## src/rtl/pwrt_pkg.sv

```systemverilog
// Constants and types shared by the periodic wakeup and reset timer
package pwrt_pkg;

  // ----------------------------------------------------------------
  // Register byte offsets
  // ----------------------------------------------------------------
  localparam logic [11:0] WAKEUP_CTRL_STATUS_OFS        = 12'h000;
  localparam logic [11:0] RESET_INTERVAL_CTRL_STATUS_OFS = 12'h004;
  localparam logic [11:0] COUNTER_READBACK_STATUS_OFS   = 12'h008;
  localparam logic [11:0] WAKEUP_PRESCALE_SELECT_OFS    = 12'h00C;

  // ----------------------------------------------------------------
  // Field positions
  // ----------------------------------------------------------------
  localparam int FLAG_BIT      = 7;
  localparam int ACK_BIT       = 6;
  localparam int PAGE_BIT      = 7;
  localparam int FIELD_MSB     = 5;
  localparam int FIELD_W       = 6;

  // ----------------------------------------------------------------
  // Values after reset, and the forced wakeup limit
  // ----------------------------------------------------------------
  localparam logic [5:0] INTERVAL_RESET      = 6'h3F;
  localparam logic [5:0] PRESCALE_RESET      = 6'h1F;
  localparam logic [5:0] WAKEUP_FORCED_LIMIT = 6'h3F;
  localparam logic [5:0] COUNT_ZERO          = 6'h00;

  // ----------------------------------------------------------------
  // Prescaler: period = PRESCALE_BASE + (select << PRESCALE_SHIFT), in 1 ms ticks
  // ----------------------------------------------------------------
  localparam int          LFO_PERIOD_US  = 1000;
  localparam int          CLK_PERIOD_NS  = 20;
  localparam logic [10:0] PRESCALE_BASE  = 11'h1F8;
  localparam int          PRESCALE_SHIFT = 4;
  localparam logic [10:0] PRESCALE_ZERO  = 11'h000;

  typedef enum logic [1:0] {
    PWRT_RUN,
    PWRT_CLOCK_GATED_STOP,
    PWRT_POWER_DOWN_STOP
  } pwrt_mode_t;

endpackage : pwrt_pkg

```

## src/rtl/pwrt_cnt_if.sv

```systemverilog
// Carrier between the timer core and one interval counter
`timescale 1ns/1ps
interface pwrt_cnt_if;
  logic       tick;
  logic       restart;
  logic       freeze;
  logic [5:0] limit;
  logic [5:0] count;
  logic       done;

  modport ctrl (output tick, output restart, output freeze, output limit,
                input count, input done);
  modport cnt  (input tick, input restart, input freeze, input limit,
                output count, output done);
endinterface : pwrt_cnt_if

```

## src/rtl/pwrt_counter.sv

```systemverilog
// Six-bit interval counter that pulses done when it reaches its limit
`timescale 1ns/1ps
module pwrt_counter (
  input wire logic pclk,
  input wire logic presetn,
  pwrt_cnt_if.cnt  bus
);

  logic [5:0] count_r;
  logic [5:0] count_nxt;
  logic       done_r;

  // ----------------------------------------------------------------
  // Counting
  // ----------------------------------------------------------------
  always_ff @(posedge pclk or negedge presetn) begin
    if (!presetn) begin
      count_r <= pwrt_pkg::COUNT_ZERO;
      done_r  <= 1'b0;
    end else if (bus.restart) begin
      count_r <= pwrt_pkg::COUNT_ZERO;
      done_r  <= 1'b0;
    end else if (bus.tick && !bus.freeze && bus.limit != pwrt_pkg::COUNT_ZERO) begin
      if (count_nxt >= bus.limit) begin
        count_r <= pwrt_pkg::COUNT_ZERO;
        done_r  <= 1'b1;
      end else begin
        count_r <= count_nxt;
        done_r  <= 1'b0;
      end
    end else begin
      done_r <= 1'b0;
    end
  end

  assign count_nxt  = count_r + 6'h01;
  assign bus.count  = count_r;
  assign bus.done   = done_r;

endmodule : pwrt_counter

```

## src/rtl/pwrt_top.sv

```systemverilog
// Periodic wakeup and periodic reset timer with APB register access
//
// What this block does
// - Periodic reset flag at bit 7 sets on each periodic reset; writes ignored.
// - Periodic reset flag clears only by power-on reset or acknowledge.
// - Writing one to ack bit 6 clears the flag; reads zero.
// - Six-bit reset interval: wakeup periods needed per periodic reset, 1 to 63.
// - Writing a changed reset interval restarts counting; same value does nothing.
// - Zero reset interval disables periodic reset while wakeup interval nonzero.
// - Zero reset interval write rejected while wakeup interval is zero.
// - Every reset source presets the reset interval to 63.
// - Reading counter readback captures the selected counter at the read.
// - Page bit 7 selects wakeup counter (0) or reset counter (1).
// - Page bit cleared by power-on reset only, other resets keep it.
// - Bit 6 of counter readback always reads zero.
// - Readback field is read-only, reads zero right after the selected counter's own flag event.
// - Run mode: wakeup sets wakeup flag and raises the wakeup interrupt.
// - Run mode: periodic reset sets its flag and requests reset; registers kept.
// - Clock-gated stop: wakeup restarts clocks, sets flag, raises interrupt.
// - Clock-gated stop: periodic reset restarts clocks, sets flag, requests reset.
// - Power-down stop: wakeup exits as power-on, interrupt left pending.
// - Power-down stop: periodic reset exits as power-on, reset source shows power-on only.
// - Power-down stop exit keeps all timer registers.
// - Counters freeze during debug halt, resume afterwards.
// - Each wakeup period clocks the periodic reset counter.
// - Wakeup flag clears on acknowledge write or any reset, but a wakeup in the same cycle wins; zero write no effect.
`timescale 1ns/1ps
module pwrt_top (
  input  wire logic        pclk,
  input  wire logic        presetn,
  input  wire logic        psel,
  input  wire logic        penable,
  input  wire logic        pwrite,
  input  wire logic [11:0] paddr,
  input  wire logic [31:0] pwdata,
  input  wire logic [3:0]  pstrb,
  output logic      [31:0] prdata,
  output logic             pready,
  output logic             pslverr,
  input  wire logic        lfo_clk,
  input  wire logic        other_reset,
  input  wire logic        clock_gated_stop_mode,
  input  wire logic        power_down_stop_mode,
  input  wire logic        background_debug_halt,
  output logic             wakeup_irq,
  output logic             periodic_reset_req,
  output logic             clock_restart_req,
  output logic             power_on_exit_req,
  output logic             system_reset_source_por_only
);

  // ----------------------------------------------------------------
  // Declarations
  // ----------------------------------------------------------------
  pwrt_cnt_if wake_cnt ();
  pwrt_cnt_if rst_cnt ();

  logic [2:0]  lfo_sync_r;
  logic        lfo_level_r;
  logic        lfo_tick;
  logic [10:0] presc_r;
  logic [10:0] presc_end;
  logic        wclk_tick_r;

  logic        wakeup_flag_r;
  logic [5:0]  wakeup_interval_count_r;
  logic        periodic_reset_flag_r;
  logic [5:0]  reset_interval_count_r;
  logic        page_select_r;
  logic [5:0]  wakeup_prescale_select_r;

  logic [31:0] prdata_r;
  logic        pslverr_r;
  logic        pready_r;
  logic        wakeup_irq_r;
  logic        periodic_reset_req_r;
  logic        clock_restart_req_r;
  logic        power_on_exit_req_r;
  logic        srs_por_only_r;

  logic        setup;
  logic        access;
  logic        wr_en;
  logic        wr_wake;
  logic        wr_rst;
  logic        wr_page;
  logic        wr_presc;
  logic [5:0]  wr_field;
  logic        wake_restart;
  logic        rst_restart;
  logic        freeze;
  pwrt_pkg::pwrt_mode_t mode;

  // ----------------------------------------------------------------
  // Address decode
  // ----------------------------------------------------------------
  function automatic logic addr_hit(input logic [11:0] a, input logic [11:0] ofs);
    addr_hit = (a[11:2] == ofs[11:2]);
  endfunction : addr_hit

  function automatic logic addr_mapped(input logic [11:0] a);
    addr_mapped = addr_hit(a, pwrt_pkg::WAKEUP_CTRL_STATUS_OFS)
               || addr_hit(a, pwrt_pkg::RESET_INTERVAL_CTRL_STATUS_OFS)
               || addr_hit(a, pwrt_pkg::COUNTER_READBACK_STATUS_OFS)
               || addr_hit(a, pwrt_pkg::WAKEUP_PRESCALE_SELECT_OFS);
  endfunction : addr_mapped

  assign setup    = psel && !penable;
  assign access   = psel && penable;
  assign wr_en    = access && pwrite && pstrb[0];
  assign wr_wake  = wr_en && addr_hit(paddr, pwrt_pkg::WAKEUP_CTRL_STATUS_OFS);
  assign wr_rst   = wr_en && addr_hit(paddr, pwrt_pkg::RESET_INTERVAL_CTRL_STATUS_OFS);
  assign wr_page  = wr_en && addr_hit(paddr, pwrt_pkg::COUNTER_READBACK_STATUS_OFS);
  assign wr_presc = wr_en && addr_hit(paddr, pwrt_pkg::WAKEUP_PRESCALE_SELECT_OFS);
  assign wr_field = pwdata[pwrt_pkg::FIELD_MSB:0];
  assign freeze   = background_debug_halt;

  always_comb begin
    if (power_down_stop_mode) begin
      mode = pwrt_pkg::PWRT_POWER_DOWN_STOP;
    end else if (clock_gated_stop_mode) begin
      mode = pwrt_pkg::PWRT_CLOCK_GATED_STOP;
    end else begin
      mode = pwrt_pkg::PWRT_RUN;
    end
  end

  // ----------------------------------------------------------------
  // Low-frequency oscillator synchroniser and 1 ms tick
  // ----------------------------------------------------------------
  always_ff @(posedge pclk or negedge presetn) begin
    if (!presetn) begin
      lfo_sync_r <= 3'h0;
    end else begin
      lfo_sync_r <= {lfo_sync_r[1:0], lfo_clk};
    end
  end

  // Level follows only once the two late stages agree
  always_ff @(posedge pclk or negedge presetn) begin
    if (!presetn) begin
      lfo_level_r <= 1'b0;
    end else if (lfo_sync_r[1] == lfo_sync_r[2]) begin
      lfo_level_r <= lfo_sync_r[2];
    end
  end

  assign lfo_tick = (lfo_sync_r[1] == lfo_sync_r[2]) && lfo_sync_r[2] && !lfo_level_r;

  // ----------------------------------------------------------------
  // Wakeup clock prescaler
  // ----------------------------------------------------------------
  assign presc_end = pwrt_pkg::PRESCALE_BASE
                   + {1'b0, wakeup_prescale_select_r, 4'h0} - 11'h001;

  always_ff @(posedge pclk or negedge presetn) begin
    if (!presetn) begin
      presc_r     <= pwrt_pkg::PRESCALE_ZERO;
      wclk_tick_r <= 1'b0;
    end else if (other_reset) begin
      presc_r     <= pwrt_pkg::PRESCALE_ZERO;
      wclk_tick_r <= 1'b0;
    end else if (lfo_tick && !freeze) begin
      if (presc_r >= presc_end) begin
        presc_r     <= pwrt_pkg::PRESCALE_ZERO;
        wclk_tick_r <= 1'b1;
      end else begin
        presc_r     <= presc_r + 11'h001;
        wclk_tick_r <= 1'b0;
      end
    end else begin
      wclk_tick_r <= 1'b0;
    end
  end

  // ----------------------------------------------------------------
  // Wakeup and periodic reset counters
  // ----------------------------------------------------------------
  assign wake_restart = other_reset
                     || (wr_wake && wr_field != wakeup_interval_count_r
                         && !(wr_field == pwrt_pkg::COUNT_ZERO
                              && reset_interval_count_r == pwrt_pkg::COUNT_ZERO));
  assign rst_restart  = other_reset
                     || (wr_rst && wr_field != reset_interval_count_r
                         && !(wr_field == pwrt_pkg::COUNT_ZERO
                              && wakeup_interval_count_r == pwrt_pkg::COUNT_ZERO));

  assign wake_cnt.tick    = wclk_tick_r;
  assign wake_cnt.restart = wake_restart;
  assign wake_cnt.freeze  = freeze;
  // Disabled wakeup still runs the divider at its forced limit to clock the reset counter
  assign wake_cnt.limit   = (wakeup_interval_count_r == pwrt_pkg::COUNT_ZERO)
                          ? pwrt_pkg::WAKEUP_FORCED_LIMIT : wakeup_interval_count_r;

  assign rst_cnt.tick     = wake_cnt.done;
  assign rst_cnt.restart  = rst_restart;
  assign rst_cnt.freeze   = freeze;
  assign rst_cnt.limit    = reset_interval_count_r;

  pwrt_counter u_wake_counter (
    .pclk    (pclk),
    .presetn (presetn),
    .bus     (wake_cnt.cnt)
  );

  pwrt_counter u_reset_counter (
    .pclk    (pclk),
    .presetn (presetn),
    .bus     (rst_cnt.cnt)
  );

  // ----------------------------------------------------------------
  // Wakeup control: flag and interval
  // ----------------------------------------------------------------
  always_ff @(posedge pclk or negedge presetn) begin
    if (!presetn) begin
      wakeup_flag_r <= 1'b0;
    end else if (wake_cnt.done && wakeup_interval_count_r != pwrt_pkg::COUNT_ZERO) begin
      wakeup_flag_r <= 1'b1;
    end else if (other_reset) begin
      wakeup_flag_r <= 1'b0;
    end else if (wr_wake && pwdata[pwrt_pkg::ACK_BIT]) begin
      wakeup_flag_r <= 1'b0;
    end
  end

  always_ff @(posedge pclk or negedge presetn) begin
    if (!presetn) begin
      wakeup_interval_count_r <= pwrt_pkg::INTERVAL_RESET;
    end else if (other_reset) begin
      wakeup_interval_count_r <= pwrt_pkg::INTERVAL_RESET;
    end else if (wr_wake && !(wr_field == pwrt_pkg::COUNT_ZERO
                              && reset_interval_count_r == pwrt_pkg::COUNT_ZERO)) begin
      wakeup_interval_count_r <= wr_field;
    end
  end

  // ----------------------------------------------------------------
  // Periodic reset control: flag and interval
  // ----------------------------------------------------------------
  always_ff @(posedge pclk or negedge presetn) begin
    if (!presetn) begin
      periodic_reset_flag_r <= 1'b0;
    end else if (rst_cnt.done) begin
      periodic_reset_flag_r <= 1'b1;
    end else if (wr_rst && pwdata[pwrt_pkg::ACK_BIT]) begin
      periodic_reset_flag_r <= 1'b0;
    end
  end

  always_ff @(posedge pclk or negedge presetn) begin
    if (!presetn) begin
      reset_interval_count_r <= pwrt_pkg::INTERVAL_RESET;
    end else if (other_reset) begin
      reset_interval_count_r <= pwrt_pkg::INTERVAL_RESET;
    end else if (wr_rst && !(wr_field == pwrt_pkg::COUNT_ZERO
                             && wakeup_interval_count_r == pwrt_pkg::COUNT_ZERO)) begin
      reset_interval_count_r <= wr_field;
    end
  end

  // ----------------------------------------------------------------
  // Readback page select and prescaler select
  // ----------------------------------------------------------------
  // Power-down stop exit is not presetn, so values survive it
  always_ff @(posedge pclk or negedge presetn) begin
    if (!presetn) begin
      page_select_r <= 1'b0;
    end else if (wr_page) begin
      page_select_r <= pwdata[pwrt_pkg::PAGE_BIT];
    end
  end

  always_ff @(posedge pclk or negedge presetn) begin
    if (!presetn) begin
      wakeup_prescale_select_r <= pwrt_pkg::PRESCALE_RESET;
    end else if (wr_presc) begin
      wakeup_prescale_select_r <= wr_field;
    end
  end

  // ----------------------------------------------------------------
  // APB read data and error
  // ----------------------------------------------------------------
  // Read data captured in the setup cycle, held through access
  always_ff @(posedge pclk or negedge presetn) begin
    if (!presetn) begin
      prdata_r  <= 32'h0000_0000;
      pslverr_r <= 1'b0;
    end else if (setup) begin
      pslverr_r <= !addr_mapped(paddr);
      if (pwrite || !addr_mapped(paddr)) begin
        prdata_r <= 32'h0000_0000;
      end else if (addr_hit(paddr, pwrt_pkg::WAKEUP_CTRL_STATUS_OFS)) begin
        prdata_r <= {24'h00_0000, wakeup_flag_r, 1'b0, wakeup_interval_count_r};
      end else if (addr_hit(paddr, pwrt_pkg::RESET_INTERVAL_CTRL_STATUS_OFS)) begin
        prdata_r <= {24'h00_0000, periodic_reset_flag_r, 1'b0,
                     reset_interval_count_r};
      end else if (addr_hit(paddr, pwrt_pkg::COUNTER_READBACK_STATUS_OFS)) begin
        prdata_r <= {24'h00_0000, page_select_r, 1'b0,
                     page_select_r ? rst_cnt.count : wake_cnt.count};
      end else begin
        prdata_r <= {26'h000_0000, wakeup_prescale_select_r};
      end
    end else begin
      pslverr_r <= 1'b0;
    end
  end

  assign prdata  = prdata_r;
  assign pready  = pready_r;
  assign pslverr = pslverr_r;

  // ----------------------------------------------------------------
  // Requests towards core, interrupt controller and reset logic
  // ----------------------------------------------------------------
  always_ff @(posedge pclk or negedge presetn) begin
    if (!presetn) begin
      wakeup_irq_r <= 1'b0;
    end else begin
      wakeup_irq_r <= wakeup_flag_r;
    end
  end

  always_ff @(posedge pclk or negedge presetn) begin
    if (!presetn) begin
      periodic_reset_req_r <= 1'b0;
      clock_restart_req_r  <= 1'b0;
      power_on_exit_req_r  <= 1'b0;
      srs_por_only_r       <= 1'b0;
      pready_r             <= 1'b0;
    end else begin
      pready_r             <= 1'b1;
      periodic_reset_req_r <= 1'b0;
      clock_restart_req_r  <= 1'b0;
      power_on_exit_req_r  <= 1'b0;
      srs_por_only_r       <= 1'b0;
      case (mode)
        pwrt_pkg::PWRT_RUN: begin
          periodic_reset_req_r <= rst_cnt.done;
        end
        pwrt_pkg::PWRT_CLOCK_GATED_STOP: begin
          clock_restart_req_r  <= rst_cnt.done || wakeup_event();
          periodic_reset_req_r <= rst_cnt.done;
        end
        pwrt_pkg::PWRT_POWER_DOWN_STOP: begin
          power_on_exit_req_r  <= rst_cnt.done || wakeup_event();
          srs_por_only_r       <= rst_cnt.done || wakeup_event();
        end
        default: periodic_reset_req_r <= 1'b0;
      endcase
    end
  end

  function automatic logic wakeup_event();
    wakeup_event = wake_cnt.done && (wakeup_interval_count_r != pwrt_pkg::COUNT_ZERO);
  endfunction : wakeup_event

  assign wakeup_irq                   = wakeup_irq_r;
  assign periodic_reset_req           = periodic_reset_req_r;
  assign clock_restart_req            = clock_restart_req_r;
  assign power_on_exit_req            = power_on_exit_req_r;
  assign system_reset_source_por_only = srs_por_only_r;

endmodule : pwrt_top

```

## config.mk

```make
export PLATFORM = sky130hd
export DESIGN_NAME = pwrt_top
export DESIGN_NICKNAME = d
export VERILOG_FILES = /design/src/rtl/pwrt_pkg.sv /design/src/rtl/pwrt_cnt_if.sv /design/src/rtl/pwrt_counter.sv /design/src/rtl/pwrt_top.sv
export SDC_FILE = /design/constraint.sdc
export NUM_CORES = 1
export LEC_CHECK = 0
export BUFFER_PORTS_ARGS = -buffer_cell sky130_fd_sc_hd__buf_2
export CORE_MARGIN = 1.5
export CORE_UTILIZATION = 45
export CTS_BUF_LIST = sky130_fd_sc_hd__clkbuf_4 sky130_fd_sc_hd__clkbuf_8 sky130_fd_sc_hd__clkbuf_16
export DETAILED_ROUTE_END_ITERATION = 6
export GPL_ROUTABILITY_DRIVEN = 0
export HOLD_SLACK_MARGIN = 0.1
export PLACE_DENSITY = 0.77
export SYNTH_ARGS = -nofsm -noshare
export SYNTH_HDL_FRONTEND = slang
export SYNTH_SLANG_ARGS = --single-unit
```

## constraint.sdc

```tcl
create_clock -name pclk -period 2.59 [get_ports pclk]
set_clock_uncertainty 0.05 [all_clocks]
set_input_delay 0.518 -clock pclk [delete_from_list [all_inputs] [get_ports pclk]]
set_output_delay 0.518 -clock pclk [all_outputs]
set_load 0.05 [all_outputs]
```

==> impl_results.md <==
* Status: finished clean
* TritonCTS buffer count at 9
* Wire length of the first global-routing pass at about 15000 µm
* Die height at approximately 100 µm
* Cell family with the largest share of critical-path delay: compound AO/OA/AOI/OAI gates
* Post-synthesis area per instance at 9.55 µm²
* Area growth from synthesis to layout at 12.2%
* Number of global-route vias before repair at ~3.0k
* Number of slew-limit violations in the final report at 0
* Fraction of layout cells with a size suffix above 1 at roughly 22%
* Worst slack after detailed placement at between 0.1 and 0.15 ns
* Post-route fraction of the period consumed by the critical path at around nine tenths
* Number of cells on the critical path at 10
* Total power per unit cell area at ~470 mW/mm²
* Worst setup path class: register to register
* GRT Util Overall at a little under a fifth
* Number of I/O pins at 97
* Floorplan die width at around 100 µm
* Proportion of synthesized chip area in sequential cells at between 40% and 50%
* Worst EP arrival at approximately 2.6 ns
* Sink Count at 64
* Commonest cells in the netlist: 47 x sky130_fd_sc_hd__dfrtp_1, 46 x sky130_fd_sc_hd__nand2_1, 36 x sky130_fd_sc_hd__nor2_1
* Antenna Cells at 0
* Ordered cell list for the critical path: inv_1 -> ha_1 -> nand2_1 -> xor2_1 -> ha_1 -> a21oi_1 -> o21ai_0 -> a211o_1 -> nor3_1 -> a211o_1
* Power share of the combinational group at 9.9%
* Largest area contributor in the netlist: sky130_fd_sc_hd__dfrtp_1
* CP Max Fanout at 5
* Switching pwr at ~0.00056 W
* Unrepaired setup endpoints after global routing: false
* Maximum buffer depth of the clock tree at 2
* Post-synthesis cell type count at 54
* Number of H-tree branching levels at 3
* Detailed placement HPWL at about 6400 µm
* Cell with the most instances after synthesis: sky130_fd_sc_hd__dfrtp_1
* Max-slew headroom at 58.6%
* Max Cap Violations at 0
* Switching fraction of total power at 26.1%
* CP max stage cell: sky130_fd_sc_hd__dfstp_2
* Share of the synthesized area in the top cell type at around 29%
* Top flip-flop cell by instance count after synthesis: sky130_fd_sc_hd__dfrtp_1
* Number of DRC markers in iteration 0 at approximately 190
* Slack of the critical path at between 0.2 and 0.25 ns
* Number of iterations in the first detailed-routing pass at 5
* Slowest stage delay, CP at between 0.5 and 0.6 ns
* Final Hold Vio Count at 0
* Hold/Removal Path Class: input pin to async pin
* Critical path buffer and inverter count at 1
* Part of the total power dissipated in the clock network at 42.2%
* Combined area of all synthesized cells at between 0.004 and 0.005 mm²
* Number of nets still failing antenna checks after routing at 0
* TNS Setup at 0 ns
* Placeable core region at a little under 0.009 mm²
* Synthesized netlist cell count at around 420
* Count of vias placed by the detailed router at approximately 3.2k
* Cells after DPL at roughly 570
* Count of buffers from port buffering at 42
* Register bit total from synthesis at 64
* R2r startpoint: wakeup_prescale_select_r[1]
* Initial standard-cell utilization of the core at between 40% and 50%
* Initial antenna violation count at 0
* Nature of the critical path endpoint: register
* Post-detailed-route DRC marker count at 0
* Clock insertion delay at the later pin of the skew report at 0.35 ns
* Number of synthesized flops with an enable pin at 0
* CTS tree: done
* Async set-reset flop share out of synthesis at 100%
* Hold_buf cts at 0
* Leakage at 2.21 nW
* Required time of the critical path at around 2.8 ns
* Seq pwr share at a little under half
* Post-route worst hold slack at about 0.13 ns
* Actual slew at the worst max-slew pin at around 0.62 ns
* Final count of negative-setup-slack endpoints at 0
* DIE AREA at about 0.0095 mm²
* Cell types occupying the most area after synthesis: sky130_fd_sc_hd__dfrtp_1 29%, sky130_fd_sc_hd__dfstp_2 11%, sky130_fd_sc_hd__ha_1 7.5%
* CTS-repair resized insts at 0
* R2R Setup Slk at between 0.2 and 0.25 ns
* Average wire length per cell after detail routing at between 10 and 15 µm
* Type of origin of the critical path: register
* Detailed Route WL at between 8000 and 9000 µm
* Internal cell power at approximately 0.0016 W
* Peak supply drop at roughly 0.24 mV
* Routed via count divided by cell count at ~5.4
* Number of setup buffers added after CTS at 0
* Min Clock Period, post-route at roughly 2.3 ns
* Post-route insts no fill at just under 600
* Maximum frequency from static timing analysis at around 430 MHz
* Worst reg2reg endpoint: presc_r[9]
* Count of nets after finishing at 552
* Ys Warns at 0
* Pin count of the biggest net entering global routing at 39
* Worst Reg-to-Reg Cells at 10
* Clk Tree Root Cell: sky130_fd_sc_hd__clkbuf_8
* Fill cell count at about 800
* Total gr overflow at 0
* Placement Rows at 34
* Clock transition at the registers of the reported paths at 0.07 ns
==> registers in the layout, indices dropped and copies added (netlist names), 3 cells and up <==
| name | flops |
|---|---|
| wakeup_prescale_select_r | 6 |
| lfo_sync_r | 3 |
| reset_interval_count_r | 6 |
| wakeup_interval_count_r | 6 |
| u_reset_counter.bus.count | 6 |
| prdata | 7 |
| presc_r | 11 |
| u_wake_counter.bus.count | 6 |
==> placed cells by master (no fill, tap or decap), types with 3 or more instances in the layout <==
cell                       netlist  layout
sky130_fd_sc_hd__clkbuf_8        0      11
sky130_fd_sc_hd__inv_1          10      10
sky130_fd_sc_hd__nor2b_1         5       5
sky130_fd_sc_hd__nand3b_1        3       3
sky130_fd_sc_hd__nand2_1        46      46
sky130_fd_sc_hd__o21a_1          3       3
sky130_fd_sc_hd__conb_1          2      26
sky130_fd_sc_hd__buf_2           1      42
sky130_fd_sc_hd__a222oi_1        4       4
sky130_fd_sc_hd__a21oi_1        25      25
sky130_fd_sc_hd__and3_1          6       6
sky130_fd_sc_hd__a211oi_1        4       4
sky130_fd_sc_hd__nor2_1         36      36
sky130_fd_sc_hd__xor2_1         10      10
sky130_fd_sc_hd__mux2_2          9       9
sky130_fd_sc_hd__o21ai_0         8       8
sky130_fd_sc_hd__nand3_1        23      23
sky130_fd_sc_hd__nand2b_1        3       3
sky130_fd_sc_hd__a21o_1          3       3
sky130_fd_sc_hd__o21ai_1         5       5
sky130_fd_sc_hd__nand4_1         4       4
sky130_fd_sc_hd__nor3_1         10      10
sky130_fd_sc_hd__buf_4          26      10
sky130_fd_sc_hd__dfstp_2        17      17
sky130_fd_sc_hd__mux2i_1        17      17
sky130_fd_sc_hd__dfrtp_1        47      47
sky130_fd_sc_hd__xnor2_1        22      22
sky130_fd_sc_hd__ha_1           24      24
==> metrics by stage <==
step	instance area, µm²	utilization (%)	total power [W]
2_1_floorplan	4110	-	0.00120
3_3_place_gp	4310	49.6	0.00124
3_5_place_dp	4310	49.6	0.00124
4_1_cts	4510	52.0	0.00214
5_1_grt	4510	52.0	0.00220
6_report	4510	52.0	0.00213
==> cell type report <==
| class | instances | area [µm²] | area share, % |
|---|---|---|---|
| sequential | 64 | 1620 | 36.0 |
| multi-input combinational | 331 | 2200 | 48.8 |
| inverter | 11 | 41.3 | 0.915 |
| clock inverter | 3 | 40.0 | 0.887 |
| clock buffer | 13 | 166 | 3.69 |
| tap | 108 | 135 | 3.00 |
| timing repair buffer | 53 | 305 | 6.77 |
==> cell families after synthesis <==
group,after synthesis,synth area share (%)
fa+ha+maj,24,7.47
xor+xnor,32,6.97
compound gates,68,11.5
mux,27,7.03
simple gates,154,19.4
other cells,2,0.187
buf+inv,50,7.13
flops,64,40.4
==> power groups by stage <==
stage / clock, W / sequential, W / combinational [W]
2_1_floorplan: 0 / 0.00104 / 0.000166
3_3_place_gp: 0 / 0.00103 / 0.000207
3_5_place_dp: 0 / 0.00103 / 0.000210
4_1_cts: 0.000909 / 0.00102 / 0.000211
5_1_grt: 0.000955 / 0.00102 / 0.000227
6_report: 0.000898 / 0.00102 / 0.000211
==> how the worst max path moves through the flow <==
stage | start | to | slack (ns)
detailed placement | paddr[9] | prdata[0] | 0.15
finish | wakeup_prescale_select_r[1] | presc_r[9] | 0.25
global placement | paddr[9] | prdata[1] | 0.18
global route | u_reset_counter.bus.count[2] | u_reset_counter.bus.count[2] | 0.04
floorplan | u_reset_counter.bus.count[2] | u_reset_counter.bus.count[2] | 0.17
CTS | wakeup_prescale_select_r[1] | presc_r[9] | 0.24
==> worst register-to-register path: cells and delay by family (launching register included) <==
kind | cells | cell delay [ns]
fa+ha+maj | 2 | 0.46
xor+xnor | 1 | 0.17
simple gates | 2 | 0.28
compound gates | 4 | 0.69
flops | 1 | 0.57
buf+inv | 1 | 0.05
==> layer usage <==
layer / vias to the layer above / track usage [%] / share of wire (%)
li1: 1531 / - / -
met1: 1510 / 24.5 / 42
met2: 102 / 30.4 / 49
met3: 14 / 6.04 / 6.8
met4: 0 / 7.14 / 1.8
met5: - / 0 / 0
No activity file was read; power rests on OpenSTA's default activity.
